File: src/scsb_pkg.sv
package scsb_pkg;

  // ****************************************************************
  // status byte layout (status word bits 40-47)
  // ****************************************************************
  localparam int unsigned STAT_POS_FIRST  = 40;
  localparam int unsigned STAT_POS_LAST   = 47;
  localparam int unsigned BIT_PCI_IDX     = 0;  // status word bit 40
  localparam int unsigned BIT_LEN_IDX     = 1;  // status word bit 41
  localparam int unsigned CW_PCI_POS      = 36;
  localparam logic [7:0]  STAT_RST        = 8'h00;
  localparam logic [15:0] COUNT_RST       = 16'h0000;

  // current command word fields used here
  typedef struct packed {
    logic        pci_req;
    logic        suppress_length_flag;
    logic        chain_data_flag;
    logic        chain_cmd_flag;
    logic        immediate;
    logic [15:0] byte_count;
  } scsb_cmd_s;

  // condition bits reported by other checkers (bits 42-47)
  typedef logic [5:0] scsb_other_t;

endpackage

File: src/scsb_flag.sv
`timescale 1ns/1ps
`default_nettype none
module scsb_flag
(
  // clock and reset
  input  wire logic clk_sys_i,
  input  wire logic rst_i,
  // control
  input  wire logic set_i,
  input  wire logic clr_i,
  // state
  output logic      flag_o
);
  import scsb_pkg::*;

  // set wins over clear
  always_ff @(posedge clk_sys_i)
  begin
    if (rst_i)
      flag_o <= 1'b0;
    else if (set_i)
      flag_o <= 1'b1;
    else if (clr_i)
      flag_o <= 1'b0;
  end
endmodule
`default_nettype wire

File: src/scsb_status.sv
// Overview of operation
// status byte held at word bits 40-47
// status bits independent, may coexist
// channel control check may carry spurious checks
// program check may carry spurious protection
// set bit 40 when command requests interrupt
// bit 40 stored only clearing pending interrupt
// set bit 41 on byte count mismatch
// suppress-length without chain-data hides mismatch
// chain-data reports mismatch regardless of suppress
// mismatch without suppress blocks command chaining
// immediate commands never flag length mismatch
// bit 41 stored only clearing status or halt
// length bit withheld until channel end
// count past zero answers service with command
// count exhaustion still flags unsuppressed mismatch
// clear status byte after word stored
`timescale 1ns/1ps
`default_nettype none
module scsb_status
(
  // clock and reset
  input  wire logic                clk_sys_i,
  input  wire logic                rst_i,
  // command sequencing
  input  wire logic                cmd_load_i,
  input  wire scsb_pkg::scsb_cmd_s cmd_i,
  input  wire logic                byte_xfer_i,
  // peripheral interface
  input  wire logic                service_in_i,
  input  wire logic                chan_end_i,
  input  wire logic                early_end_i,
  output logic                     command_out_o,
  // other subchannel conditions
  input  wire scsb_pkg::scsb_other_t other_set_i,
  // status word storage
  input  wire logic                store_ack_i,
  input  wire logic                halt_io_instruction_i,
  output logic [7:0]               status_byte_o,
  output logic                     status_pending_o,
  output logic                     chain_ok_o
);
  import scsb_pkg::*;

  // ****************************************************************
  // command state and byte counter
  // ****************************************************************
  scsb_cmd_s   cmd_r;
  logic [15:0] count_r;
  logic        exhausted_r;
  logic        mismatch_r;
  logic        chan_end_seen_r;
  logic        pci_pend_r;
  logic        len_set;
  logic        len_q;
  logic        stat_clr;
  logic [5:0]  other_q;
  logic        len_suppressed;
  logic        len_done_r;

  always_ff @(posedge clk_sys_i)
  begin
    if (rst_i)
      cmd_r <= '0;
    else if (cmd_load_i)
      cmd_r <= cmd_i;
  end

  always_ff @(posedge clk_sys_i)
  begin
    if (rst_i)
      count_r <= COUNT_RST;
    else if (cmd_load_i)
      count_r <= cmd_i.byte_count;
    else if (byte_xfer_i && count_r != 16'h0000)
      count_r <= count_r - 16'h0001;
  end

  // count used up, peripheral still asks for service
  always_ff @(posedge clk_sys_i)
  begin
    if (rst_i)
      exhausted_r <= 1'b0;
    else if (cmd_load_i)
      exhausted_r <= 1'b0;
    else if (service_in_i && count_r == 16'h0000 && !cmd_r.immediate)
      exhausted_r <= 1'b1;
  end

  // terminate transfer toward the peripheral
  always_ff @(posedge clk_sys_i)
  begin
    if (rst_i)
      command_out_o <= 1'b0;
    else
      command_out_o <= service_in_i && count_r == 16'h0000 && !cmd_load_i;
  end

  // ****************************************************************
  // length mismatch detection
  // ****************************************************************
  // suppressed only with suppress-length set and chain-data clear
  assign len_suppressed = cmd_r.suppress_length_flag && !cmd_r.chain_data_flag;

  always_ff @(posedge clk_sys_i)
  begin
    if (rst_i)
      mismatch_r <= 1'b0;
    else if (cmd_load_i)
      mismatch_r <= 1'b0;
    else if (!cmd_r.immediate)
      mismatch_r <= mismatch_r || (chan_end_i && count_r != 16'h0000)
                    || (early_end_i && count_r != 16'h0000)
                    || (service_in_i && count_r == 16'h0000);
  end

  always_ff @(posedge clk_sys_i)
  begin
    if (rst_i)
      chan_end_seen_r <= 1'b0;
    else if (cmd_load_i)
      chan_end_seen_r <= 1'b0;
    else if (chan_end_i)
      chan_end_seen_r <= 1'b1;
  end

  // ****************************************************************
  // length reporting
  // ****************************************************************
  // report only after channel end, once per command
  assign len_set = (chan_end_seen_r || chan_end_i) && !cmd_r.immediate
                   && !len_suppressed && !len_done_r
                   && (mismatch_r || exhausted_r
                       || (chan_end_i && count_r != 16'h0000));

  // a standing set would beat every later clear of the flag
  always_ff @(posedge clk_sys_i)
  begin
    if (rst_i)
      len_done_r <= 1'b0;
    else if (cmd_load_i)
      len_done_r <= 1'b0;
    else if (len_set)
      len_done_r <= 1'b1;
  end

  // ****************************************************************
  // command chaining
  // ****************************************************************
  // chaining blocked by mismatch with suppress-length clear; immediates never mismatch
  always_ff @(posedge clk_sys_i)
  begin
    if (rst_i)
      chain_ok_o <= 1'b0;
    else
      chain_ok_o <= chan_end_i && cmd_r.chain_cmd_flag
                    && !(!cmd_r.suppress_length_flag && !cmd_r.immediate
                         && (mismatch_r || exhausted_r || count_r != 16'h0000));
  end

  // ****************************************************************
  // program-controlled interrupt
  // ****************************************************************
  always_ff @(posedge clk_sys_i)
  begin
    if (rst_i)
      pci_pend_r <= 1'b0;
    else if (cmd_load_i && cmd_i.pci_req)
      pci_pend_r <= 1'b1;
    else if (store_ack_i)
      pci_pend_r <= 1'b0;
  end

  // ****************************************************************
  // status byte flags
  // ****************************************************************
  // clear once stored or halted
  assign stat_clr = store_ack_i || halt_io_instruction_i;

  scsb_flag u_len_flag
  (
    .clk_sys_i (clk_sys_i),
    .rst_i     (rst_i),
    .set_i     (len_set),
    .clr_i     (stat_clr),
    .flag_o    (len_q)
  );

  // independent sticky bits 42-47; several may stand together
  genvar g;
  generate
    for (g = 0; g < 6; g++)
    begin : g_other
      scsb_flag u_flag
      (
        .clk_sys_i (clk_sys_i),
        .rst_i     (rst_i),
        .set_i     (other_set_i[g]),
        .clr_i     (stat_clr),
        .flag_o    (other_q[g])
      );
    end
  endgenerate

  // byte occupies word bits 40-47, bit 40 first
  always_ff @(posedge clk_sys_i)
  begin
    if (rst_i)
      status_byte_o <= STAT_RST;
    else
      status_byte_o <= {other_q, len_q, pci_pend_r};
  end

  always_ff @(posedge clk_sys_i)
  begin
    if (rst_i)
      status_pending_o <= 1'b0;
    else
      status_pending_o <= pci_pend_r || len_q || (|other_q);
  end

endmodule
`default_nettype wire

File: config.mk
export PLATFORM = sky130hd
export DESIGN_NAME = scsb_status
export DESIGN_NICKNAME = d
export VERILOG_FILES = /design/src/scsb_pkg.sv /design/src/scsb_flag.sv /design/src/scsb_status.sv
export SDC_FILE = /design/constraint.sdc
export NUM_CORES = 1
export LEC_CHECK = 0
export BUFFER_PORTS_ARGS = -buffer_cell sky130_fd_sc_hd__buf_2
export CAP_MARGIN = 25
export CORE_MARGIN = 1
export CORE_UTILIZATION = 52
export CTS_CLUSTER_SIZE = 25
export DETAILED_ROUTE_END_ITERATION = 16
export GPL_TIMING_DRIVEN = 0
export PLACE_DENSITY = 0.89
export RECOVER_POWER = 100
export SYNTH_ARGS = -nofsm -noshare
export SYNTH_HDL_FRONTEND = slang
export SYNTH_SLANG_ARGS = --single-unit
File: constraint.sdc
create_clock -name clk_sys_i -period 2.5 [get_ports clk_sys_i]
set_input_delay 0.125 -clock clk_sys_i [delete_from_list [all_inputs] [get_ports clk_sys_i]]
set_output_delay 0.125 -clock clk_sys_i [all_outputs]
set_load 0.02 [all_outputs]
==> summary.md, run 1 <==
| Metric | Value |
|---|---|
| Root Buffer | `clkbuf_8` |
| Vias in the first global route | `about 1.7k` |
| Die area | `3965 um2` |
| Sequential Area | `about 860 um2` |
| Initial Util | `0.5616` |
| Clock Power Share | `0.303` |
| Boundary pin count | `47` |
| Multi-input gate area | `slightly below 1000 um2` |
| Synthesis Warnings | `0` |
| CTS resizes | `0` |
| Setup TNS Final | `0 ns` |
| Synth unique cells | `48` |
| Antenna violations before repair | `0` |
| Critical path arrival | `between 2 and 3 ns` |
| Maximum clock rate | `416.3 MHz` |
| Vias post-DR | `1892` |
| TritonCTS clock tree | `built` |
| Max Clock Skew | `0.004807 ns` |
| Syn_area_per_cell | `around 8.6 um2` |
| Clock-pin slew on the worst setup and hold paths | `0.08 ns` |
| #FFs+latches synth | `43` |
| P_leak | `0.0008968 uW` |
| Maxcap violations | `0` |
| RSZ-0062 raised after global routing | `false` |
| Post-DR wirelength/cell | `14.21 um` |
| GPL Wtd Cong | `around 0.92` |
| Adder-cell share of the synthesized area | `0.006472` |
| Post-synthesis sequential area ratio | `0.4453` |
| Post-route DRC | `0` |
| Synth Area in Compound Gates | `0.1773` |
| Clock Latency Late Sink | `0.30 ns` |
| Setup Fix Bufs, Post-CTS | `0` |
| Number of flops mapped to enable cells by yosys | `0` |
| Switch Pwr | `421.2 uW` |
| Max-slew violations | `0` |
| Drt initial violations | `145` |
| Synth Net Count | `263` |
| Async SR Flop Fraction | `0` |
| Run status | `complete, no violations` |
| Largest family of logic cells by synthesized area | `simple AND/OR/NAND/NOR gates` |
| CP delay by family, top | `simple AND/OR/NAND/NOR gates` |
| Die X-Extent | `62.97 um` |
| NumNets Final | `316` |
| # rows | `21` |
| Drt total wl | `about 4.6 mm` |
| Tot GR Track Use | `0.2495` |
| CP Buf/Inv Count | `2` |
| CTS max path bufs | `2` |
| CTS buffer count | `5` |
| Worst path slowest cell | `or4b_2` |
| Routed vias/inst | `slightly below 6` |
| Slew HR | `0.4934` |
| P_int | `1022 uW` |
| Hold buffers post-CTS | `0` |
| DRT Pass-1 Iters | `4` |
| Hpwl dp | `~3.4 mm` |
| Layout area overhead | `19.03%` |
| Setup CP Type | `reg2reg` |
| Total Power | `1443 uW` |
| Final Hold Vio Count | `0` |
| CP startpoint kind | `register` |
| Final setup violation count | `0` |
| Crit end category | `register` |
| Grt ovf | `0` |
| Pwr dens | `around 630 nW/um2` |
| Max FO, Critical Path | `10` |
| Die Y | `around 63 um` |
| Hold Path Class | `in2reg` |
| Tmin final | `2.402 ns` |
| CP max stage delay | `0.66 ns` |
| N_diodes | `0` |
| First-pass GRT wire length | `7.652 mm` |
| I/O Buffers | `46` |
| CP cell instances | `inv_1 -> ha_1 -> or4b_2 -> or4_4 -> buf_6 -> a21o_1 -> a311oi_2` |
| Required @ worst endpoint | `2.72 ns` |
| H-tree depth | `2` |
| Utilization after layout | `0.6685` |
| Worst Tran Pin Value | `0.7407 ns` |
| Final Cycle Share | `0.9609` |
| Cell area after synthesis | `1933 um2` |
| Layout cell share with drive strength beyond 1 | `0.1857` |
| Core area | `3442 um2` |
| Switch share | `0.2918` |
| Largest net degree at the start of global routing | `15` |
| Worst setup slack after layout | `roughly 0.098 ns` |
| Gate Count Post-Synth | `226` |
| Peak supply drop | `roughly 0.00039 V` |
| Mux cell area share after synthesis | `0.02589` |
| Post-Synth XOR/XNOR Area | `0` |
| Simple-gate share of the synthesized area | `0.2997` |
| DRT antenna net count | `0` |
| Dpl ws | `0.1141 ns` |
| Fillers | `around 300` |
| Logic pwr share | `0.167` |
| Sequential cell fraction of total power | `0.530` |
| Clk sinks | `43` |
| Synth Flop Type | `dfxtp_1` |
[cell usage after synthesis (3+ instances only)]
master	n	area, um2
a211oi_1	3	22.52
a21oi_1	14	70.07
a311oi_1	7	61.31
buf_1	3	11.26
clkbuf_1	7	26.28
dfxtp_1	43	860.8
inv_1	8	30.03
mux2i_1	5	50.05
nand2_1	14	52.55
nand2b_1	3	18.77
nand3_1	7	35.03
nand4_1	5	31.28
nor2_1	32	120.1
nor2b_1	9	56.30
nor3_1	9	45.04
nor4_1	8	50.05
o21ai_0	5	25.02
or3_1	4	25.02
or4_1	3	22.52
[worst register-to-register path, cell delays in order, from the launching register on]
cell	delay [ns]
dfxtp_1	0.33
inv_1	0.10
ha_1	0.23
or4b_2	0.66
or4_4	0.45
buf_6	0.16
a21o_1	0.19
a311oi_2	0.21
[registers in the layout, summed over array words and instances, names as in the netlist]
name	cells
len_done_r	1
chan_end_seen_r	1
command_out_o	1
status_byte_o	8
pci_pend_r	1
exhausted_r	1
chain_ok_o	1
g_other.u_flag.flag_o	6
cmd_r	4
count_r	16
status_pending_o	1
mismatch_r	1
u_len_flag.flag_o	1
[path summary, 6_finish.rpt]
check,from,endpoint,slack [ns],cells past startpoint
worst max-delay path,count_r[0],count_r[0],0.1,7
worst min-delay path,other_set_i[2],g_other[2].u_flag.flag_o,0.03,3
worst max register to register,count_r[0],count_r[0],0.1,7
worst min register to register,cmd_r[17],chain_ok_o,0.44,2
[cells in the final DEF, fill, tap and decap left out, drive strengths merged, types with 7 or more instances in the layout]
cell type   n
dfxtp      43
buf        35
nor2       32
clkbuf     28
nand2      14
a21oi      14
nor2b       9
nor3        9
nor4        9
inv         8
a311oi      8
nand3       7
[layout make-up]
class / count / share of cell area
inverters: 9 / 0.01468
repair buffers: 46 / 0.09299
clock buffers: 5 / 0.02991
clock inverters: 3 / 0.008700
multi-input cells: 162 / 0.4318
well taps: 46 / 0.02501
plain buffers: 12 / 0.02284
flip-flops and latches: 43 / 0.3741
[kinds of logic (layout without fill, tap and decap cells)]
logic type                 after synthesis  after routing
and+or+nand+nor                        108            108
AOI/OAI and AO/OA                       48             48
DFF                                     43             43
buffers and inverters                   21             75
muxes                                    5              5
adders and majority gates                1              1
[metrics by stage]
step / instances / instance area [um2] / hold WS [ns]
after CTS: 326 / 2310 / 0.02824
final: 326 / 2301 / 0.02514
after global placement: 318 / 2221 / 0.3323
after floorplan: 226 / 1933 / 0.2424
after global routing: 326 / 2301 / 0.01872
after detailed placement: 318 / 2221 / 0.3419
[power groups by stage]
stage                     clock network, uW  logic [uW]  registers (uW)
after floorplan                           0         158             779
after global placement                    0         231             777
after detailed placement                  0         237             779
after CTS                               444         238             763
after global routing                    482         267             771
final                                   437         241             765
[layer usage]
layer  up-vias  routed length, um  track usage  share of wire
met4         0                117       0.1424          0.025
li1        937                  -            -              -
met2        88               2133       0.3750           0.46
met1       857               1989       0.3322           0.43
met3        10                394      0.04562          0.085
met5         -                  0            0              0
(Power assumes the default switching activity.)
==> inputs of run 2 (changes only) <==
--- a/config.mk
+++ b/config.mk
@@ -5,13 +5,17 @@
 export SDC_FILE = /design/constraint.sdc
 export NUM_CORES = 1
 export LEC_CHECK = 0
+export ABC_AREA = 1
 export BUFFER_PORTS_ARGS = -buffer_cell sky130_fd_sc_hd__buf_2
 export CAP_MARGIN = 25
+export CELL_PAD_IN_SITES_DETAIL_PLACEMENT = 0
+export CELL_PAD_IN_SITES_GLOBAL_PLACEMENT = 1
 export CORE_MARGIN = 1
-export CORE_UTILIZATION = 52
+export CORE_UTILIZATION = 37
 export CTS_CLUSTER_SIZE = 25
 export DETAILED_ROUTE_END_ITERATION = 16
 export GPL_TIMING_DRIVEN = 0
+export HOLD_SLACK_MARGIN = 0.08
 export PLACE_DENSITY = 0.89
 export RECOVER_POWER = 100
 export SYNTH_ARGS = -nofsm -noshare
==> summary.md, run 2 <==
| Metric | Value |
|---|---|
| Max-slew violations | `0 (unchanged)` |
| Run status | `complete, no violations (unchanged)` |
| DRT Pass-1 Iters | `4 (unchanged)` |
| Critical R2R Launch | `count_r[1] (was count_r[0])` |
| Synthesis Warnings | `0 (unchanged)` |
| Sequential Area | `860.8 um2 (unchanged)` |
| Share of the synthesized area in the top cell type | `0.4172 (was 0.4453)` |
| Crit path from | `rst_i (was count_r[0])` |
| Vias post-DR | `2048 (was 1892)` |
| # rows | `26 (was 21)` |
| Tmin final | `2.067 ns (was 2.402 ns)` |
| Fillers | `560 (was 299)` |
| Drt initial violations | `76 (was 145)` |
| Largest cells by area after synthesis | `dfxtp_1 (42%), nand2_1 (12%), nor2_1 (11%), nand3_1 (6.3%), inv_1 (5.5%) (was dfxtp_1 (45%), nor2_1 (6.2%), a21oi_1 (3.6%), a311oi_1 (3.2%), nor2b_1 (2.9%))` |
| Maxcap violations | `0 (unchanged)` |
| Crit end category | `register (unchanged)` |
| Pwr dens | `615.8 nW/um2 (was 627.3 nW/um2)` |
| Max FO, Critical Path | `10 (unchanged)` |
| Worst setup path endpoint | `pci_pend_r (was count_r[0])` |
| Core area | `5238 um2 (was 3442 um2)` |
| Setup TNS Final | `0 ns (unchanged)` |
| Boundary pin count | `47 (unchanged)` |
| Hold buffers post-CTS | `12 (was 0)` |
| Cell area after synthesis | `2063 um2 (was 1933 um2)` |
| R2R Setup Slk | `0.54 ns (was 0.1 ns)` |
| CTS max path bufs | `2 (unchanged)` |
| TritonCTS clock tree | `built (unchanged)` |
| Required @ worst endpoint | `2.71 ns (was 2.72 ns)` |
| Synth area leader | `dfxtp_1 (unchanged)` |
| Initial Util | `0.3939 (was 0.5616)` |
| Most frequent cells after synthesis | `nand2_1 (68), nor2_1 (62), dfxtp_1 (43) (was dfxtp_1 (43), nor2_1 (32), a21oi_1 (14), nand2_1 (14))` |
| H-tree depth | `2 (unchanged)` |
| Slew HR | `0.6215 (was 0.4934)` |
| CP startpoint kind | `input port (was register)` |
| Syn_area_per_cell | `6.832 um2 (was 8.554 um2)` |
| Vias in the first global route | `1907 (was 1674)` |
| Worst r2r path cells | `9 (was 7)` |
| Hpwl dp | `3.709 mm (was 3.366 mm)` |
| I/O Buffers | `45 (was 46)` |
| Worst Tran Pin Value | `0.5677 ns (was 0.7407 ns)` |
| RSZ-0062 raised after global routing | `false (unchanged)` |
| Commonest cells after routing, fill and taps aside | `nand2_1 (71), nor2_1 (63), dfxtp_1 (43) (was dfxtp_1 (43), buf_2 (33), nor2_1 (32))` |
| Setup Fix Bufs, Post-CTS | `0 (unchanged)` |
| CTS resizes | `0 (unchanged)` |
| Count leader, synth | `nand2_1 (was dfxtp_1)` |
| Async SR Flop Fraction | `0 (unchanged)` |
| P_leak | `0.001214 uW (was 0.0008968 uW)` |
| Critical path arrival | `2.28 ns (was 2.63 ns)` |
| Drt total wl | `5.108 mm (was 4.634 mm)` |
| Layout cell share with drive strength beyond 1 | `0.1417 (was 0.1857)` |
| Die Y | `76.68 um (was 62.97 um)` |
| Most common cell after layout, fill and taps aside | `nand2_1 (was dfxtp_1)` |
| GPL Wtd Cong | `0.8084 (was 0.9152)` |
| Clock Latency Late Sink | `0.31 ns (was 0.30 ns)` |
| Largest register by flop count | `count_r (unchanged)` |
| Post-DR wirelength/cell | `11.69 um (was 14.21 um)` |
| Max Clock Skew | `0.008870 ns (was 0.004807 ns)` |
| Gate Count Post-Synth | `302 (was 226)` |
| Largest net degree at the start of global routing | `17 (was 15)` |
| Die X-Extent | `76.68 um (was 62.97 um)` |
| Clk sinks | `43 (unchanged)` |
| Biggest regs | `count_r x16, status_byte_o x8, g_other.u_flag.flag_o x6 (unchanged)` |
| Number of flip-flops in the largest register | `16 (unchanged)` |
| Antenna violations before repair | `0 (unchanged)` |
| Number of flops mapped to enable cells by yosys | `0 (unchanged)` |
| Tot GR Track Use | `0.1857 (was 0.2495)` |
| Peak supply drop | `0.0003246 V (was 0.0003853 V)` |
| Die area | `5879 um2 (was 3965 um2)` |
| Setup CP Type | `in2reg (was reg2reg)` |
| Post-route DRC | `0 (unchanged)` |
| CTS buffer count | `5 (unchanged)` |
| Synth unique cells | `28 (was 48)` |
| Grt ovf | `0 (unchanged)` |
| Final setup violation count | `0 (unchanged)` |
| Final Hold Vio Count | `0 (unchanged)` |
| Maximum clock rate | `483.8 MHz (was 416.3 MHz)` |
| Hold Path Class | `in2reg (unchanged)` |
| Synth Flop Type | `dfxtp_1 (unchanged)` |
| Post-synthesis sequential area ratio | `0.4172 (was 0.4453)` |
| Multi-input gate area | `1002 um2 (was 993.5 um2)` |
| RR Endpoint | `count_r[1] (was count_r[0])` |
| Layout area overhead | `23.59% (was 19.03%)` |
| N_diodes | `0 (unchanged)` |
| Final Cycle Share | `0.8268 (was 0.9609)` |
| DRT antenna net count | `0 (unchanged)` |
| First-pass GRT wire length | `8.625 mm (was 7.652 mm)` |
| NumNets Final | `403 (was 316)` |
| Routed vias/inst | `4.686 (was 5.804)` |
| Synth Net Count | `339 (was 263)` |
| Root Buffer | `clkbuf_8 (unchanged)` |
| Final hold slack | `0.08729 ns (was 0.02514 ns)` |
| #FFs+latches synth | `43 (unchanged)` |
| Clock-pin slew on the worst setup and hold paths | `0.10 ns (was 0.08 ns)` |
==> run 2: changes by cell type in the layout (fill, tap and decap cells not counted), sizes merged, moves of 5 or more <==
| cell | previous run | this run |
|---|---|---|
| a21oi | 14 | 22 |
| a311oi | 8 | 0 |
| clkbuf | 28 | 22 |
| dlygate4sd3 | 0 | 12 |
| inv | 8 | 34 |
| mux2i | 5 | 0 |
| nand2 | 14 | 72 |
| nand3 | 7 | 26 |
| nor2 | 32 | 67 |
| nor2b | 9 | 0 |
| nor3 | 9 | 3 |
| nor4 | 9 | 2 |
| o21ai | 5 | 10 |
| or4 | 5 | 0 |
==> run 2: worst max-delay path, stage by stage <==
cell	delay, ns
dlygate4sd3_1	0.52
clkbuf_1	0.41
inv_1	0.15
clkbuf_1	0.29
nand3_1	0.14
o31ai_1	0.07
dlygate4sd3_1	0.56
==> run 2: cells by family (layout without fill, tap and decap cells) <==
family / Yosys count / in the layout / share of synthesized area
DFF: 43 / 43 / 0.4172
buffers and inverters: 40 / 105 / 0.08732
AOI/OAI and AO/OA: 36 / 36 / 0.09218
and+or+nand+nor: 177 / 177 / 0.3760
adders and majority gates: 1 / 1 / 0.006063
xor gates and xnor gates: 5 / 5 / 0.02122
==> run 2: layer usage <==
| metal | track usage | vias to the layer above | part of all wire |
|---|---|---|---|
| met4 | 0.07500 | 0 | 0.016 |
| met5 | 0 | - | 0 |
| met1 | 0.2393 | 907 | 0.48 |
| li1 | - | 1082 | - |
| met3 | 0.02857 | 7 | 0.056 |
| met2 | 0.3080 | 52 | 0.44 |
==> run 2: report_power, final <==
group | switching (uW) | internal [uW] | leakage (uW)
sequential | 35.4 | 729 | 0.000355
combinational | 195 | 129 | 0.000810
clock | 275 | 208 | 0.0000495
total | 505 | 1070 | 0.00121
==> run 2: how the worst min path moves through the flow <==
stage | start | endpoint | cells after the start
floorplan | store_ack_i | pci_pend_r | 1
global placement | other_set_i[2] | g_other[2].u_flag.flag_o | 3
detailed placement | store_ack_i | pci_pend_r | 2
CTS | service_in_i | command_out_o | 3
global route | service_in_i | command_out_o | 3
finish | service_in_i | command_out_o | 3
==> run 2: area by class of cell <==
| class | count | share of cell area |
|---|---|---|
| plain buffers | 9 | 0.02208 |
| clock buffers | 5 | 0.02699 |
| clock inverters | 3 | 0.01030 |
| inverters | 31 | 0.04563 |
| multi-input cells | 219 | 0.3930 |
| flip-flops and latches | 43 | 0.3376 |
| well taps | 70 | 0.03435 |
| repair buffers | 57 | 0.1300 |
==> run 2: through the flow <==
stage	std cells	utilization	setup slack (ns)	instance area (um2)	total power (uW)
CTS	437	0.4947	0.6280	2591	1597
global placement	417	0.4537	0.8722	2376	1097
global route	437	0.4869	0.3303	2550	1665
detailed placement	417	0.4537	0.8538	2376	1101
finish	437	0.4869	0.4331	2550	1570
floorplan	302	-	1.089	2063	1008
